<file path="src/rtl/mcrm_pkg.sv">
package mcrm_pkg;

	// ----------------------------------------
	// Register offsets
	// ----------------------------------------
	localparam logic [15:0] MODE_OFF   = 16'h000b;
	localparam logic [15:0] RAM_POSITION_OFF = 16'h0010;
	localparam logic [15:0] REGBLOCK_POSITION_OFF = 16'h0011;
	localparam logic [15:0] EEPROM_POSITION_OFF = 16'h0012;
	localparam logic [15:0] STAT_OFF   = 16'h0013;
	localparam logic [15:0] PPAGE_OFF  = 16'h0030;
	localparam logic [15:0] PK_D_OFF   = 16'h0032;
	localparam logic [15:0] PK_DIR_OFF = 16'h0033;
	localparam logic [15:0] PE_D_OFF   = 16'h0008;
	localparam logic [15:0] PE_DIR_OFF = 16'h0009;

	// ----------------------------------------
	// Mode register fields
	// ----------------------------------------
	localparam int MB_SPECIAL_SELECT_N = 7;
	localparam int MB_MODE_SELECT_HI  = 6;
	localparam int MB_MODE_SELECT_LO  = 5;
	localparam int MB_ECLK_STRETCH_EN  = 4;
	localparam int MB_INTERNAL_VISIBILITY  = 3;
	localparam int MB_EBSW  = 2;
	localparam int MB_EMK   = 1;
	localparam int MB_EME   = 0;

	localparam logic [1:0] MS_SINGLE = 2'h0;
	localparam logic [1:0] MS_NARROW = 2'h1;
	localparam logic [1:0] MS_PERIPH = 2'h2;
	localparam logic [1:0] MS_WIDE   = 2'h3;

	// ----------------------------------------
	// Reset values and map windows
	// ----------------------------------------
	localparam logic [7:0]  RAM_POSITION_RST  = 8'h20;
	localparam logic [7:0]  REGBLOCK_POSITION_RST  = 8'h00;
	localparam logic [7:0]  EEPROM_POSITION_RST  = 8'h01;
	localparam logic [7:0]  RAM_POSITION_MASK = 8'he0;
	localparam logic [7:0]  REGBLOCK_POSITION_MASK = 8'hf9;
	localparam logic [7:0]  EEPROM_POSITION_MASK = 8'hf1;
	localparam logic [7:0]  PPAGE_MASK  = 8'h07;
	localparam logic [15:0] DBG_ROM_LO  = 16'hff20;
	localparam logic [15:0] DBG_REG_LO  = 16'hff00;
	localparam logic [15:0] DBG_REG_HI  = 16'hff06;
	localparam logic [15:0] FIX_LO_LO   = 16'h4000;
	localparam logic [15:0] FIX_HI_LO   = 16'hc000;
	localparam logic [15:0] WIN_LO      = 16'h8000;
	localparam int          WAIT_STOP_CYC = 4;

	// ----------------------------------------
	// Resource select
	// ----------------------------------------
	typedef enum logic [6:0] {
		MCRM_SEL_NONE = 7'h01,
		MCRM_SEL_DBG  = 7'h02,
		MCRM_SEL_REG  = 7'h04,
		MCRM_SEL_RAM  = 7'h08,
		MCRM_SEL_EE   = 7'h10,
		MCRM_SEL_FLSH = 7'h20,
		MCRM_SEL_EXT  = 7'h40
	} mcrm_sel_t;

	typedef enum logic [2:0] {
		MCRM_DBG_OFF = 3'h1,
		MCRM_DBG_EN  = 3'h2,
		MCRM_DBG_ACT = 3'h4
	} mcrm_dbg_t;

endpackage : mcrm_pkg

</file>
<file path="src/rtl/mcrm_top.sv">
// Decided for this implementation: strobed register access.
`timescale 1ns/1ps

module mcrm_top #(
	parameter int AW = 16
) (
	input  wire logic          clk_in,
	input  wire logic          resetn_in,
	input  wire logic          debug_pin_in,
	input  wire logic          mode_select_hi_in,
	input  wire logic          mode_select_lo_in,
	input  wire logic [AW-1:0] reg_addr_in,
	input  wire logic [7:0]    reg_wdata_in,
	input  wire logic          reg_wr_in,
	input  wire logic          reg_rd_in,
	output logic      [7:0]    reg_rdata_out,
	output logic               reg_hit_out,
	input  wire logic [AW-1:0] cpu_addr_in,
	input  wire logic          cpu_access_in,
	input  wire logic          debug_enable_in,
	input  wire logic          debug_cmd_in,
	input  wire logic          enter_debug_instr_in,
	input  wire logic          debug_exit_in,
	input  wire logic          wait_mode_in,
	input  wire logic          ext_bus_busy_in,
	output logic      [6:0]    resource_sel_out,
	output logic      [2:0]    flash_page_out,
	output logic               background_debug_out,
	output logic               eclk_stretch_out,
	output logic               visibility_out,
	output logic               vis_wide_out,
	output logic               ext_bus_stopped_out,
	output logic               pk_mapped_out,
	output logic               pe_mapped_out,
	output logic      [7:0]    mode_out
);

	// ----------------------------------------
	// Mode register
	// ----------------------------------------
	logic [7:0] mode_q;
	logic       first_wr_q;
	logic       once_mode_q;
	logic       once_eclk_stretch_en_q;
	logic       once_internal_visibility_q;
	logic       once_emk_q;
	logic       once_eme_q;
	logic       boot_q;
	logic       special;
	logic       expanded;
	logic       periph;
	logic       mode_wr;
	logic [1:0] ms_new;

	assign special  = ~mode_q[mcrm_pkg::MB_SPECIAL_SELECT_N];
	assign periph   = mode_q[6:5] == mcrm_pkg::MS_PERIPH;
	assign expanded = (mode_q[6:5] == mcrm_pkg::MS_NARROW) || (mode_q[6:5] == mcrm_pkg::MS_WIDE);
	assign mode_wr  = reg_wr_in && reg_addr_in == mcrm_pkg::MODE_OFF && !periph;
	assign ms_new   = reg_wdata_in[6:5];

	always_ff @(posedge clk_in)
	begin
		if (!resetn_in)
		begin
			mode_q      <= 8'h00;
			boot_q      <= 1'b1;
			first_wr_q  <= 1'b1;
			once_mode_q <= 1'b0;
			once_eclk_stretch_en_q <= 1'b0;
			once_internal_visibility_q <= 1'b0;
			once_emk_q  <= 1'b0;
			once_eme_q  <= 1'b0;
		end
		else if (boot_q)
		begin
			boot_q <= 1'b0;
			mode_q[mcrm_pkg::MB_SPECIAL_SELECT_N] <= debug_pin_in;
			mode_q[mcrm_pkg::MB_MODE_SELECT_HI]  <= mode_select_hi_in;
			mode_q[mcrm_pkg::MB_MODE_SELECT_LO]  <= mode_select_lo_in;
			mode_q[mcrm_pkg::MB_ECLK_STRETCH_EN]  <= 1'b1;
			mode_q[mcrm_pkg::MB_INTERNAL_VISIBILITY]  <= ~debug_pin_in;
			mode_q[mcrm_pkg::MB_EBSW]  <= 1'b0;
			mode_q[mcrm_pkg::MB_EMK]   <= ~debug_pin_in;
			mode_q[mcrm_pkg::MB_EME]   <= ~debug_pin_in;
			if (debug_pin_in && mode_select_hi_in && !mode_select_lo_in)
			begin
				mode_q[mcrm_pkg::MB_SPECIAL_SELECT_N] <= 1'b0;
			end
		end
		else if (mode_wr)
		begin
			first_wr_q <= 1'b0;
			if (special)
			begin
				if (!first_wr_q)
				begin
					mode_q[mcrm_pkg::MB_SPECIAL_SELECT_N] <= reg_wdata_in[mcrm_pkg::MB_SPECIAL_SELECT_N];
					if (ms_new != mcrm_pkg::MS_PERIPH)
					begin
						mode_q[6:5] <= ms_new;
					end
					mode_q[mcrm_pkg::MB_INTERNAL_VISIBILITY] <= reg_wdata_in[mcrm_pkg::MB_INTERNAL_VISIBILITY];
					mode_q[mcrm_pkg::MB_EMK]  <= reg_wdata_in[mcrm_pkg::MB_EMK];
					mode_q[mcrm_pkg::MB_EME]  <= reg_wdata_in[mcrm_pkg::MB_EME];
				end
				mode_q[mcrm_pkg::MB_ECLK_STRETCH_EN] <= reg_wdata_in[mcrm_pkg::MB_ECLK_STRETCH_EN];
			end
			else
			begin
				mode_q[mcrm_pkg::MB_EBSW] <= reg_wdata_in[mcrm_pkg::MB_EBSW];
				once_mode_q <= 1'b1;
				once_eclk_stretch_en_q <= 1'b1;
				once_internal_visibility_q <= 1'b1;
				once_emk_q  <= 1'b1;
				once_eme_q  <= 1'b1;
				if (!once_mode_q && ms_new != mcrm_pkg::MS_PERIPH)
				begin
					mode_q[6:5] <= ms_new;
				end
				if (!once_eclk_stretch_en_q)
				begin
					mode_q[mcrm_pkg::MB_ECLK_STRETCH_EN] <= reg_wdata_in[mcrm_pkg::MB_ECLK_STRETCH_EN];
				end
				if (!once_internal_visibility_q)
				begin
					mode_q[mcrm_pkg::MB_INTERNAL_VISIBILITY] <= reg_wdata_in[mcrm_pkg::MB_INTERNAL_VISIBILITY];
				end
				if (!once_emk_q)
				begin
					mode_q[mcrm_pkg::MB_EMK] <= reg_wdata_in[mcrm_pkg::MB_EMK];
				end
				if (!once_eme_q)
				begin
					mode_q[mcrm_pkg::MB_EME] <= reg_wdata_in[mcrm_pkg::MB_EME];
				end
			end
		end
	end

	// Stretch held at one while expanded
	logic eclk_stretch_en_eff;
	assign eclk_stretch_en_eff = mode_q[mcrm_pkg::MB_ECLK_STRETCH_EN] | expanded;

	// ----------------------------------------
	// Mapping registers
	// ----------------------------------------
	logic [7:0] ram_position_q;
	logic [7:0] regblock_position_q;
	logic [7:0] eeprom_position_q;
	logic [7:0] ppage_q;
	logic [2:0] map_once_q;

	always_ff @(posedge clk_in)
	begin
		if (!resetn_in)
		begin
			ram_position_q   <= mcrm_pkg::RAM_POSITION_RST;
			regblock_position_q   <= mcrm_pkg::REGBLOCK_POSITION_RST;
			eeprom_position_q   <= mcrm_pkg::EEPROM_POSITION_RST;
			ppage_q    <= 8'h00;
			map_once_q <= 3'h0;
		end
		else if (reg_wr_in && !boot_q)
		begin
			if (reg_addr_in == mcrm_pkg::RAM_POSITION_OFF && (special || !map_once_q[0]))
			begin
				ram_position_q      <= reg_wdata_in & mcrm_pkg::RAM_POSITION_MASK;
				map_once_q[0] <= !special;
			end
			if (reg_addr_in == mcrm_pkg::REGBLOCK_POSITION_OFF && (special || !map_once_q[1]))
			begin
				regblock_position_q      <= reg_wdata_in & mcrm_pkg::REGBLOCK_POSITION_MASK;
				map_once_q[1] <= !special;
			end
			if (reg_addr_in == mcrm_pkg::EEPROM_POSITION_OFF)
			begin
				if (special || !map_once_q[2])
				begin
					eeprom_position_q[7:4] <= reg_wdata_in[7:4];
					map_once_q[2] <= !special;
				end
				eeprom_position_q[0] <= reg_wdata_in[0];
			end
			if (reg_addr_in == mcrm_pkg::PPAGE_OFF)
			begin
				ppage_q <= reg_wdata_in & mcrm_pkg::PPAGE_MASK;
			end
		end
	end

	// ----------------------------------------
	// Debug state
	// ----------------------------------------
	mcrm_pkg::mcrm_dbg_t dbg_q;

	always_ff @(posedge clk_in)
	begin
		if (!resetn_in)
		begin
			dbg_q <= mcrm_pkg::MCRM_DBG_OFF;
		end
		else if (boot_q)
		begin
			if (!debug_pin_in && !mode_select_hi_in && !mode_select_lo_in)
			begin
				dbg_q <= mcrm_pkg::MCRM_DBG_ACT;
			end
		end
		else
		begin
			case (dbg_q)
				mcrm_pkg::MCRM_DBG_OFF:
				begin
					if (debug_enable_in)
					begin
						dbg_q <= mcrm_pkg::MCRM_DBG_EN;
					end
				end
				mcrm_pkg::MCRM_DBG_EN:
				begin
					if (debug_cmd_in || enter_debug_instr_in)
					begin
						dbg_q <= mcrm_pkg::MCRM_DBG_ACT;
					end
				end
				mcrm_pkg::MCRM_DBG_ACT:
				begin
					if (debug_exit_in)
					begin
						dbg_q <= mcrm_pkg::MCRM_DBG_EN;
					end
				end
				default:
				begin
					dbg_q <= mcrm_pkg::MCRM_DBG_OFF;
				end
			endcase
		end
	end

	// ----------------------------------------
	// Address decode
	// ----------------------------------------
	logic            in_dbg;
	logic            in_reg;
	logic            in_ram;
	logic            in_ee;
	logic            in_fix;
	logic            in_win;
	logic [AW-1:0]   a;
	mcrm_pkg::mcrm_sel_t sel_d;

	assign a      = cpu_addr_in;
	assign in_dbg = dbg_q == mcrm_pkg::MCRM_DBG_ACT
		&& (a >= mcrm_pkg::DBG_ROM_LO || (a >= mcrm_pkg::DBG_REG_LO && a <= mcrm_pkg::DBG_REG_HI));
	assign in_reg = a[15:11] == regblock_position_q[7:3] && !a[10];
	assign in_ram = a[15:13] == ram_position_q[7:5];
	assign in_ee  = eeprom_position_q[0] && a[15:12] == eeprom_position_q[7:4] && a[11];
	assign in_fix = (a[15:14] == mcrm_pkg::FIX_LO_LO[15:14])
		|| (a[15:14] == mcrm_pkg::FIX_HI_LO[15:14]);
	assign in_win = a[15:14] == mcrm_pkg::WIN_LO[15:14];

	always_comb
	begin
		if (in_dbg)
			sel_d = mcrm_pkg::MCRM_SEL_DBG;
		else if (in_reg)
			sel_d = mcrm_pkg::MCRM_SEL_REG;
		else if (in_ram)
			sel_d = mcrm_pkg::MCRM_SEL_RAM;
		else if (in_ee)
			sel_d = mcrm_pkg::MCRM_SEL_EE;
		else if (in_fix || in_win)
			sel_d = mcrm_pkg::MCRM_SEL_FLSH;
		else if (expanded || periph)
			sel_d = mcrm_pkg::MCRM_SEL_EXT;
		else
			sel_d = mcrm_pkg::MCRM_SEL_NONE;
	end

	logic [6:0] sel_q;
	logic [2:0] page_q;

	always_ff @(posedge clk_in)
	begin
		if (!resetn_in)
		begin
			sel_q  <= mcrm_pkg::MCRM_SEL_NONE;
			page_q <= 3'h7;
		end
		else
		begin
			sel_q  <= sel_d;
			page_q <= in_win ? ppage_q[2:0] : {2'h3, a[15]};
		end
	end

	// ----------------------------------------
	// External bus control
	// ----------------------------------------
	logic [2:0] wait_cnt_q;
	logic       stopped_q;
	logic       stretch_q;
	logic       vis_q;
	logic       ext_acc;

	assign ext_acc = sel_d == mcrm_pkg::MCRM_SEL_EXT;

	always_ff @(posedge clk_in)
	begin
		if (!resetn_in)
		begin
			wait_cnt_q <= 3'h0;
			stopped_q  <= 1'b0;
		end
		else if (wait_mode_in && mode_q[mcrm_pkg::MB_EBSW] && !ext_bus_busy_in)
		begin
			if (wait_cnt_q == 3'(mcrm_pkg::WAIT_STOP_CYC))
				stopped_q <= 1'b1;
			else
				wait_cnt_q <= wait_cnt_q + 3'h1;
		end
		else
		begin
			wait_cnt_q <= 3'h0;
			stopped_q  <= 1'b0;
		end
	end

	always_ff @(posedge clk_in)
	begin
		if (!resetn_in)
		begin
			stretch_q <= 1'b0;
			vis_q     <= 1'b0;
		end
		else
		begin
			stretch_q <= eclk_stretch_en_eff && cpu_access_in
				&& (ext_acc || !mode_q[mcrm_pkg::MB_INTERNAL_VISIBILITY]);
			vis_q <= mode_q[mcrm_pkg::MB_INTERNAL_VISIBILITY] && (expanded || periph)
				&& cpu_access_in && !ext_acc;
		end
	end

	// ----------------------------------------
	// Register read port
	// ----------------------------------------
	logic pk_map;
	logic pe_map;
	logic hit_d;
	logic [7:0] rd_d;
	logic [7:0] rdata_q;
	logic       hit_q;

	assign pk_map = !(mode_q[mcrm_pkg::MB_EMK] && (expanded || periph));
	assign pe_map = !(mode_q[mcrm_pkg::MB_EME] && (expanded || periph));

	always_comb
	begin
		hit_d = 1'b1;
		rd_d  = 8'h00;
		case (reg_addr_in)
			mcrm_pkg::MODE_OFF:
			begin
				rd_d  = periph ? 8'h00 : {mode_q[7:5], eclk_stretch_en_eff, mode_q[3:0]};
				hit_d = !periph;
			end
			mcrm_pkg::RAM_POSITION_OFF: rd_d = ram_position_q;
			mcrm_pkg::REGBLOCK_POSITION_OFF: rd_d = regblock_position_q;
			mcrm_pkg::EEPROM_POSITION_OFF: rd_d = eeprom_position_q;
			mcrm_pkg::PPAGE_OFF:  rd_d = ppage_q;
			mcrm_pkg::STAT_OFF:   rd_d = {4'h0, stopped_q, dbg_q};
			mcrm_pkg::PK_D_OFF:   hit_d = pk_map;
			mcrm_pkg::PK_DIR_OFF: hit_d = pk_map;
			mcrm_pkg::PE_D_OFF:   hit_d = pe_map;
			mcrm_pkg::PE_DIR_OFF: hit_d = pe_map;
			default:              hit_d = 1'b0;
		endcase
	end

	always_ff @(posedge clk_in)
	begin
		if (!resetn_in)
		begin
			rdata_q <= 8'h00;
			hit_q   <= 1'b0;
		end
		else
		begin
			rdata_q <= reg_rd_in ? rd_d : 8'h00;
			hit_q   <= reg_rd_in && hit_d;
		end
	end

	assign reg_rdata_out        = rdata_q;
	assign reg_hit_out          = hit_q;
	assign resource_sel_out     = sel_q;
	assign flash_page_out       = page_q;
	assign background_debug_out = dbg_q == mcrm_pkg::MCRM_DBG_ACT;
	assign eclk_stretch_out     = stretch_q;
	assign visibility_out       = vis_q;
	assign vis_wide_out         = vis_q && special && mode_q[6:5] == mcrm_pkg::MS_NARROW;
	assign ext_bus_stopped_out  = stopped_q;
	assign pk_mapped_out        = pk_map;
	assign pe_mapped_out        = pe_map;
	assign mode_out             = {mode_q[7:5], eclk_stretch_en_eff, mode_q[3:0]};

endmodule : mcrm_top

</file>
<file path="config.mk">
export PLATFORM = sky130hd
export DESIGN_NAME = mcrm_top
export DESIGN_NICKNAME = d
export VERILOG_FILES = /design/src/rtl/mcrm_pkg.sv /design/src/rtl/mcrm_top.sv
export SDC_FILE = /design/constraint.sdc
export NUM_CORES = 1
export LEC_CHECK = 0
export BUFFER_PORTS_ARGS = -buffer_cell sky130_fd_sc_hd__buf_4
export CAP_MARGIN = 0
export CORE_MARGIN = 2
export CORE_UTILIZATION = 55
export DETAILED_ROUTE_END_ITERATION = 7
export HOLD_SLACK_MARGIN = 0.06
export PLACE_DENSITY = 0.88
export SLEW_MARGIN = 15
export SYNTH_ARGS = -nofsm -noshare
export SYNTH_HDL_FRONTEND = slang
export SYNTH_SLANG_ARGS = --single-unit
</file>
<file path="constraint.sdc">
create_clock -name clk_in -period 6.9 [get_ports clk_in]
set_input_delay 1.035 -clock clk_in [delete_from_list [all_inputs] [get_ports clk_in]]
set_output_delay 1.035 -clock clk_in [all_outputs]
set_load 0.05 [all_outputs]
</file>
==> summary.txt, run 1 <==
Yosys
  – Area contributors post-synth: dfxtp_1, mux2i_1, nand2_1, nand3_1, xnor2_1
  – Synthesized area: 3090 sq um
  – Ys async rst share: 0%
  – Ys flop type: dfxtp_1
  – Seq cells post-synth: 59
  – Syn_nets: 412
  – Post-synth cell types: 59
  – Synth top area share: 38.2%
  – Post-synth EDFFs: 0
  – Mapped Avg Cell Area: 8.68 sq um
  – Yosys top cell by area: dfxtp_1
  – Sequential area share after synthesis: 38.2%
  – Synth warn: 0
  – Post-Syn Instances: 356

Timing
  – Hold_ws: 466 ps
  – Fmax: 356 MHz
  – Worst Max-Slew Pin Slew: 881 ps
  – Max-slew violations: 0
  – Fin. Hold Viols: 0
  – Setup TNS: 0 ps
  – Layout Skew: 3.85 ps
  – Setup violators final: 0
  – Unrepaired setup endpoints after global routing: false
  – Tmin final: 2810 ps
  – Final period util: 40.7%
  – Slew HR: 41.1%

Finish
  – Inserted Diodes: 0
  – Layout cells sized above 1: 27.7%
  – Design area: 3890 sq um
  – Final core utilization: 71.1%
  – FILL cells: 436
  – Area Growth Syn to Fin: 25.8%
  – Sequential Area: 1180 sq um
  – Multi-input gate area: 1730 sq um
  – Final nets: 481

Worst setup path
  – Critical Path RT: 7160 ps
  – Crit-path slowest cell: or4_4
  – CP Class: input pin to flop
  – Cell mode on critical path: or4_4
  – WP data arrival: 3070 ps
  – Startpoint Class: input pin
  – Max FO, Critical Path: 7
  – Delay-heaviest family, CP: simple AND/OR/NAND/NOR gates
  – Worst path cell trace: buf_4, or4_4, or4_4, a211oi_4, mux2i_1
  – Reg-to-reg slack, setup: 4620 ps
  – CP peak stage delay: 600 ps
  – WP buf/inv: 1
  – Crit end category: flop

Drt
  – Routed length per instance: 16.9 um
  – Via count: 3,037
  – Final routed DRC violation total: 0
  – Final ANT Viol Nets: 0
  – Post-Route WL: 8.49 mm
  – Initial drt markers: 235
  – Pre-antenna DRT Iters: 5
  – Routed vias/inst: 6.05

Run
  – Max_cap viols: 0

Clock network
  – Clock tree buffer depth: 2
  – Post-cts hold buffer count: 0
  – Post-CTS Setup Bufs: 0
  – Clk pin slew, worst setup/hold paths: 60 ps
  – Root Driver: clkbuf_8
  – CTS Buf Count: 9
  – CTS H-tree lvls: 3
  – Post_cts resized: 0
  – CTS tree: built
  – Clock Latency Late Sink: 340 ps
  – Clock sink total: 59

Global routing
  – Initial antenna violation count: 0
  – Largest net degree at the start of global routing: 38
  – Total global routing overflow: 0
  – Wire length of the first global-routing pass: 13.6 mm
  – Vias in the first global route: 2,810
  – Tot GR Track Use: 28.2%

Worst hold path
  – Worst hold path type: flop to flop

Floorplan
  – Die width: 79.0 um
  – Die Y: 79.0 um
  – Full die area: 6230 sq um
  – Initial Util: 56.5%
  – Ports: 88
  – Core area: 5470 sq um
  – Rows: 27

Pwr
  – Comb pwr share: 14.5%
  – Sequential power share: 46.7%
  – Power after layout: 768 uW
  – Leak: 1.48 nW
  – Switching Fraction: 26.5%
  – VDD IR-drop max: 0.156 mV
  – NetSw: 204 uW
  – Cell-internal power: 564 uW
  – PwrDens: 197 nW/um^2
  – Clock power frac: 38.8%

Place
  – Area of placed instances: 3700 sq um
  – I/O Buffers: 87
  – Routability cong.: 0.855
  – DP HPWL: 6.38 mm

Status
  – Status: finished, final reports clean
power groups by stage:
stage          Clock (mW)  Combinational (mW)  Sequential [mW]
6_report            0.298               0.112            0.358
5_1_grt             0.319               0.119            0.359
4_1_cts             0.301               0.111            0.358
3_5_place_dp            0               0.110            0.366
3_3_place_gp            0               0.108            0.365
2_1_floorplan           0              0.0650            0.367
cells in the final DEF (no fill, tap or decap), types with 3 or more instances in the layout:
cell type | synthesis | layout
buf_4 | 8 | 88
dfxtp_1 | 59 | 59
nand2_1 | 42 | 42
mux2i_1 | 19 | 19
nand3_1 | 17 | 17
nor2_1 | 16 | 16
a21oi_1 | 14 | 14
clkbuf_8 | 0 | 13
nand4_1 | 11 | 11
nor2b_1 | 10 | 10
inv_1 | 9 | 9
xnor2_1 | 9 | 9
o21ai_0 | 8 | 8
nor3b_1 | 7 | 7
nor3_1 | 7 | 7
nand2b_1 | 6 | 6
or2_2 | 5 | 5
o31ai_1 | 5 | 5
nor4_1 | 5 | 5
or3_1 | 5 | 5
a32oi_1 | 5 | 5
and3_1 | 5 | 5
o2bb2ai_1 | 4 | 4
a31oi_1 | 4 | 4
nand3b_1 | 3 | 3
or4_4 | 3 | 3
a2111oi_0 | 3 | 3
a221o_1 | 3 | 3
worst register-to-register path, stage by stage (launching register included):
cell and delay (ps):
dfxtp_1 490, nor2b_1 770, nand2_1 220, a211oi_4 480, mux2i_1 240
area by class of cell:
class,instances,area share (%)
Inverter,9,0.869
Timing Repair Buffer,88,17.0
Multi-Input combinational cell,258,44.5
Tap cell,72,2.32
Clock buffer,15,4.79
Sequential cell,59,30.4
Clock inverter,1,0.129
kinds of logic (layout without fill, tap and decap cells):
kind of cell               Yosys count  after routing  synth area share, %
AOI/OAI and AO/OA                   72             72                 18.2
adders and majority gates            2              2                0.810
xor gates and xnor gates            11             11                 3.12
buffers and inverters               39            113                 5.75
and+or+nand+nor                    152            152                 27.0
DFF                                 59             59                 38.2
muxes                               21             21                 6.88
stage by stage:
stage | worst slack, ps | cells
3_5_place_dp | 3750 | 486
6_report | 4090 | 502
2_1_floorplan | 3640 | 356
4_1_cts | 4100 | 502
5_1_grt | 4010 | 502
3_3_place_gp | 3800 | 486
synthesized netlist by cell type, types with 5 or more instances:
cell and count:
dfxtp_1 59, nand2_1 42, mux2i_1 19, clkbuf_1 18
nand3_1 17, nor2_1 16, a21oi_1 14, nand4_1 11
nor2b_1 10, inv_1 9, xnor2_1 9, buf_4 8
o21ai_0 8, nor3_1 7, nor3b_1 7, nand2b_1 6
a32oi_1 5, and3_1 5, nor4_1 5, o31ai_1 5
or2_2 5, or3_1 5
final timing paths:
path / startpoint / end / cells past startpoint
setup / recovery: reg_addr_in[8] / regblock_position_q[5] / 5
hold / removal: once_eme_q / once_eme_q / 2
setup reg to reg: boot_q / regblock_position_q[5] / 4
hold reg to reg: once_eme_q / once_eme_q / 2
registers in the layout, indices dropped and copies added (netlist names), 3 cells and up:
register and cells:
reg_rdata_out 8, wait_cnt_q 3, ppage_q 3, resource_sel_out 7, regblock_position_q 6, ram_position_q 3
dbg_q 3, map_once_q 3, mode_q 8, eeprom_position_q 5, flash_page_out 3
routing by layer:
metal,routed length [um],GRT usage (%),vias to the layer above
met5,0,0,-
met3,670,6.70,20
met1,3470,35.1,1414
li1,-,-,1444
met2,4070,45.5,159
met4,280,14.1,0
Power figures use the tool's default switching activity.
==> inputs of run 2 (changes only) <==
Settings changed: CORE_UTILIZATION 55 to 52, PLACE_DENSITY 0.88 to 0.84.
Clock period 6.9 ns to 2.9 ns, I/O delays scaled along.
==> run 2 against run 1 <==
- worst setup slack lost 3400 ps
- clock skew is 2.7 ps higher
- register-to-register slack worse by 3700 ps
- wire length is 2.3% higher
- non-clock buffer count increased by 5
- via count up 1.1%
- sequential share of layout area decreased by 0.59 points
- cell area increased by 2.0%
- largest cell class unchanged
==> summary.txt, run 2 (synthesis results as in run 1) <==
Drt
  – Routed vias/inst: 6.02
  – Final ANT Viol Nets: 0
  – Via count: 3,069
  – Post-Route WL: 8.69 mm
  – Routed length per instance: 17.0 um
  – Final routed DRC violation total: 0
  – Pre-antenna DRT Iters: 5
  – Initial drt markers: 219

Place
  – Area of placed instances: 3740 sq um
  – I/O Buffers: 87
  – Routability cong.: 0.848
  – DP HPWL: 6.47 mm
  – Inst Count DP: 494
  – Setup Slack @ Placement: 372 ps

Timing
  – Tmin final: 2170 ps
  – Final period util: 74.8%
  – Hold_ws: 350 ps
  – Fin. Hold Viols: 0
  – Fmax: 461 MHz
  – Layout Skew: 6.52 ps
  – Setup TNS: 0 ps
  – Unrepaired setup endpoints after global routing: false
  – Max-slew violations: 0
  – Slew HR: 48.9%
  – Post-route setup slack: 730 ps
  – Setup violators final: 0
  – Worst Max-Slew Pin Slew: 760 ps

Global routing
  – Total global routing overflow: 0
  – Largest net degree at the start of global routing: 38
  – Vias in the first global route: 2,804
  – Initial antenna violation count: 0
  – Tot GR Track Use: 27.4%
  – Wire length of the first global-routing pass: 13.7 mm

Clock network
  – Clock Latency Late Sink: 340 ps
  – Post-CTS Setup Bufs: 0
  – CTS tree: built
  – CTS H-tree lvls: 3
  – Clk pin slew, worst setup/hold paths: 60 ps
  – Post_cts resized: 0
  – CTS Buf Count: 9
  – Post-cts hold buffer count: 0
  – Root Driver: clkbuf_8
  – Clock sink total: 59
  – Clock tree buffer depth: 2

Finish
  – Commonest non-fill, non-tap cell in the layout: buf_4
  – FILL cells: 478
  – Inserted Diodes: 0
  – Sequential Area: 1180 sq um
  – Multi-input gate area: 1730 sq um
  – Most frequent cells in the layout: buf_4, dfxtp_1, nand2_1
  – Layout cells sized above 1: 28.7%
  – Final nets: 486
  – Design area: 3970 sq um
  – Final core utilization: 68.2%
  – Cell Count, Final, Fillers Out: 510
  – Area Growth Syn to Fin: 28.3%

Floorplan
  – Die Y: 81.1 um
  – Die width: 81.1 um
  – Full die area: 6580 sq um
  – Rows: 28
  – Initial Util: 53.1%
  – Core area: 5820 sq um
  – Ports: 88

Status
  – Status: finished, final reports clean

Run
  – Max_cap viols: 0

Worst setup path
  – Max FO, Critical Path: 7
  – Startpoint Class: input pin
  – Crit end category: flop
  – CP Class: input pin to flop
  – WP data arrival: 2440 ps
  – Critical Path RT: 3170 ps

Pwr
  – Power after layout: 1.98 mW
  – PwrDens: 498 nW/um^2
  – NetSw: 506 uW
  – Sequential power share: 43.2%
  – Comb pwr share: 13.6%
  – VDD IR-drop max: 0.418 mV
  – Clock power frac: 43.3%
  – Switching Fraction: 25.6%
  – Cell-internal power: 1.47 mW
  – Leak: 1.52 nW

Worst hold path
  – Worst hold path type: input pin to flop
## run 2: cell type report
cell class / instances / area share [%]
flip-flops and latches: 59 / 29.8
multi-input cells: 258 / 43.7
clock buffers: 12 / 3.91
repair buffers: 93 / 17.6
inverters: 9 / 0.852
clock inverters: 4 / 1.83
well taps: 75 / 2.37
## run 2: power by group through the flow
stage	sequential [mW]	combinational (mW)	clock, mW
2_1_floorplan	0.874	0.155	0
3_3_place_gp	0.870	0.261	0
3_5_place_dp	0.870	0.264	0
4_1_cts	0.852	0.266	0.859
5_1_grt	0.856	0.287	0.887
6_report	0.853	0.268	0.855
## run 2: final timing paths
path / startpoint / to / slack (ps) / cells after the start
setup / recovery: reg_addr_in[8] / map_once_q[1] / 730 / 5
hold / removal: reg_wdata_in[3] / mode_q[3] / 350 / 2
setup reg to reg: boot_q / map_once_q[1] / 950 / 4
hold reg to reg: regblock_position_q[0] / regblock_position_q[0] / 460 / 2
## run 2: metal layers
layer  up-vias  wire length, um  global-route usage (%)
met5         -                0                       0
met2       170             4330                    46.2
met1      1424             3460                    34.2
met3        16              739                    5.56
li1       1459                -                       -
met4         0              155                    10.7
## run 2: worst max-delay path, stage by stage
cell and delay [ps]:
buf_4 110, or4_4 570, or4_4 600, a211oi_4 490, mux2i_1 240
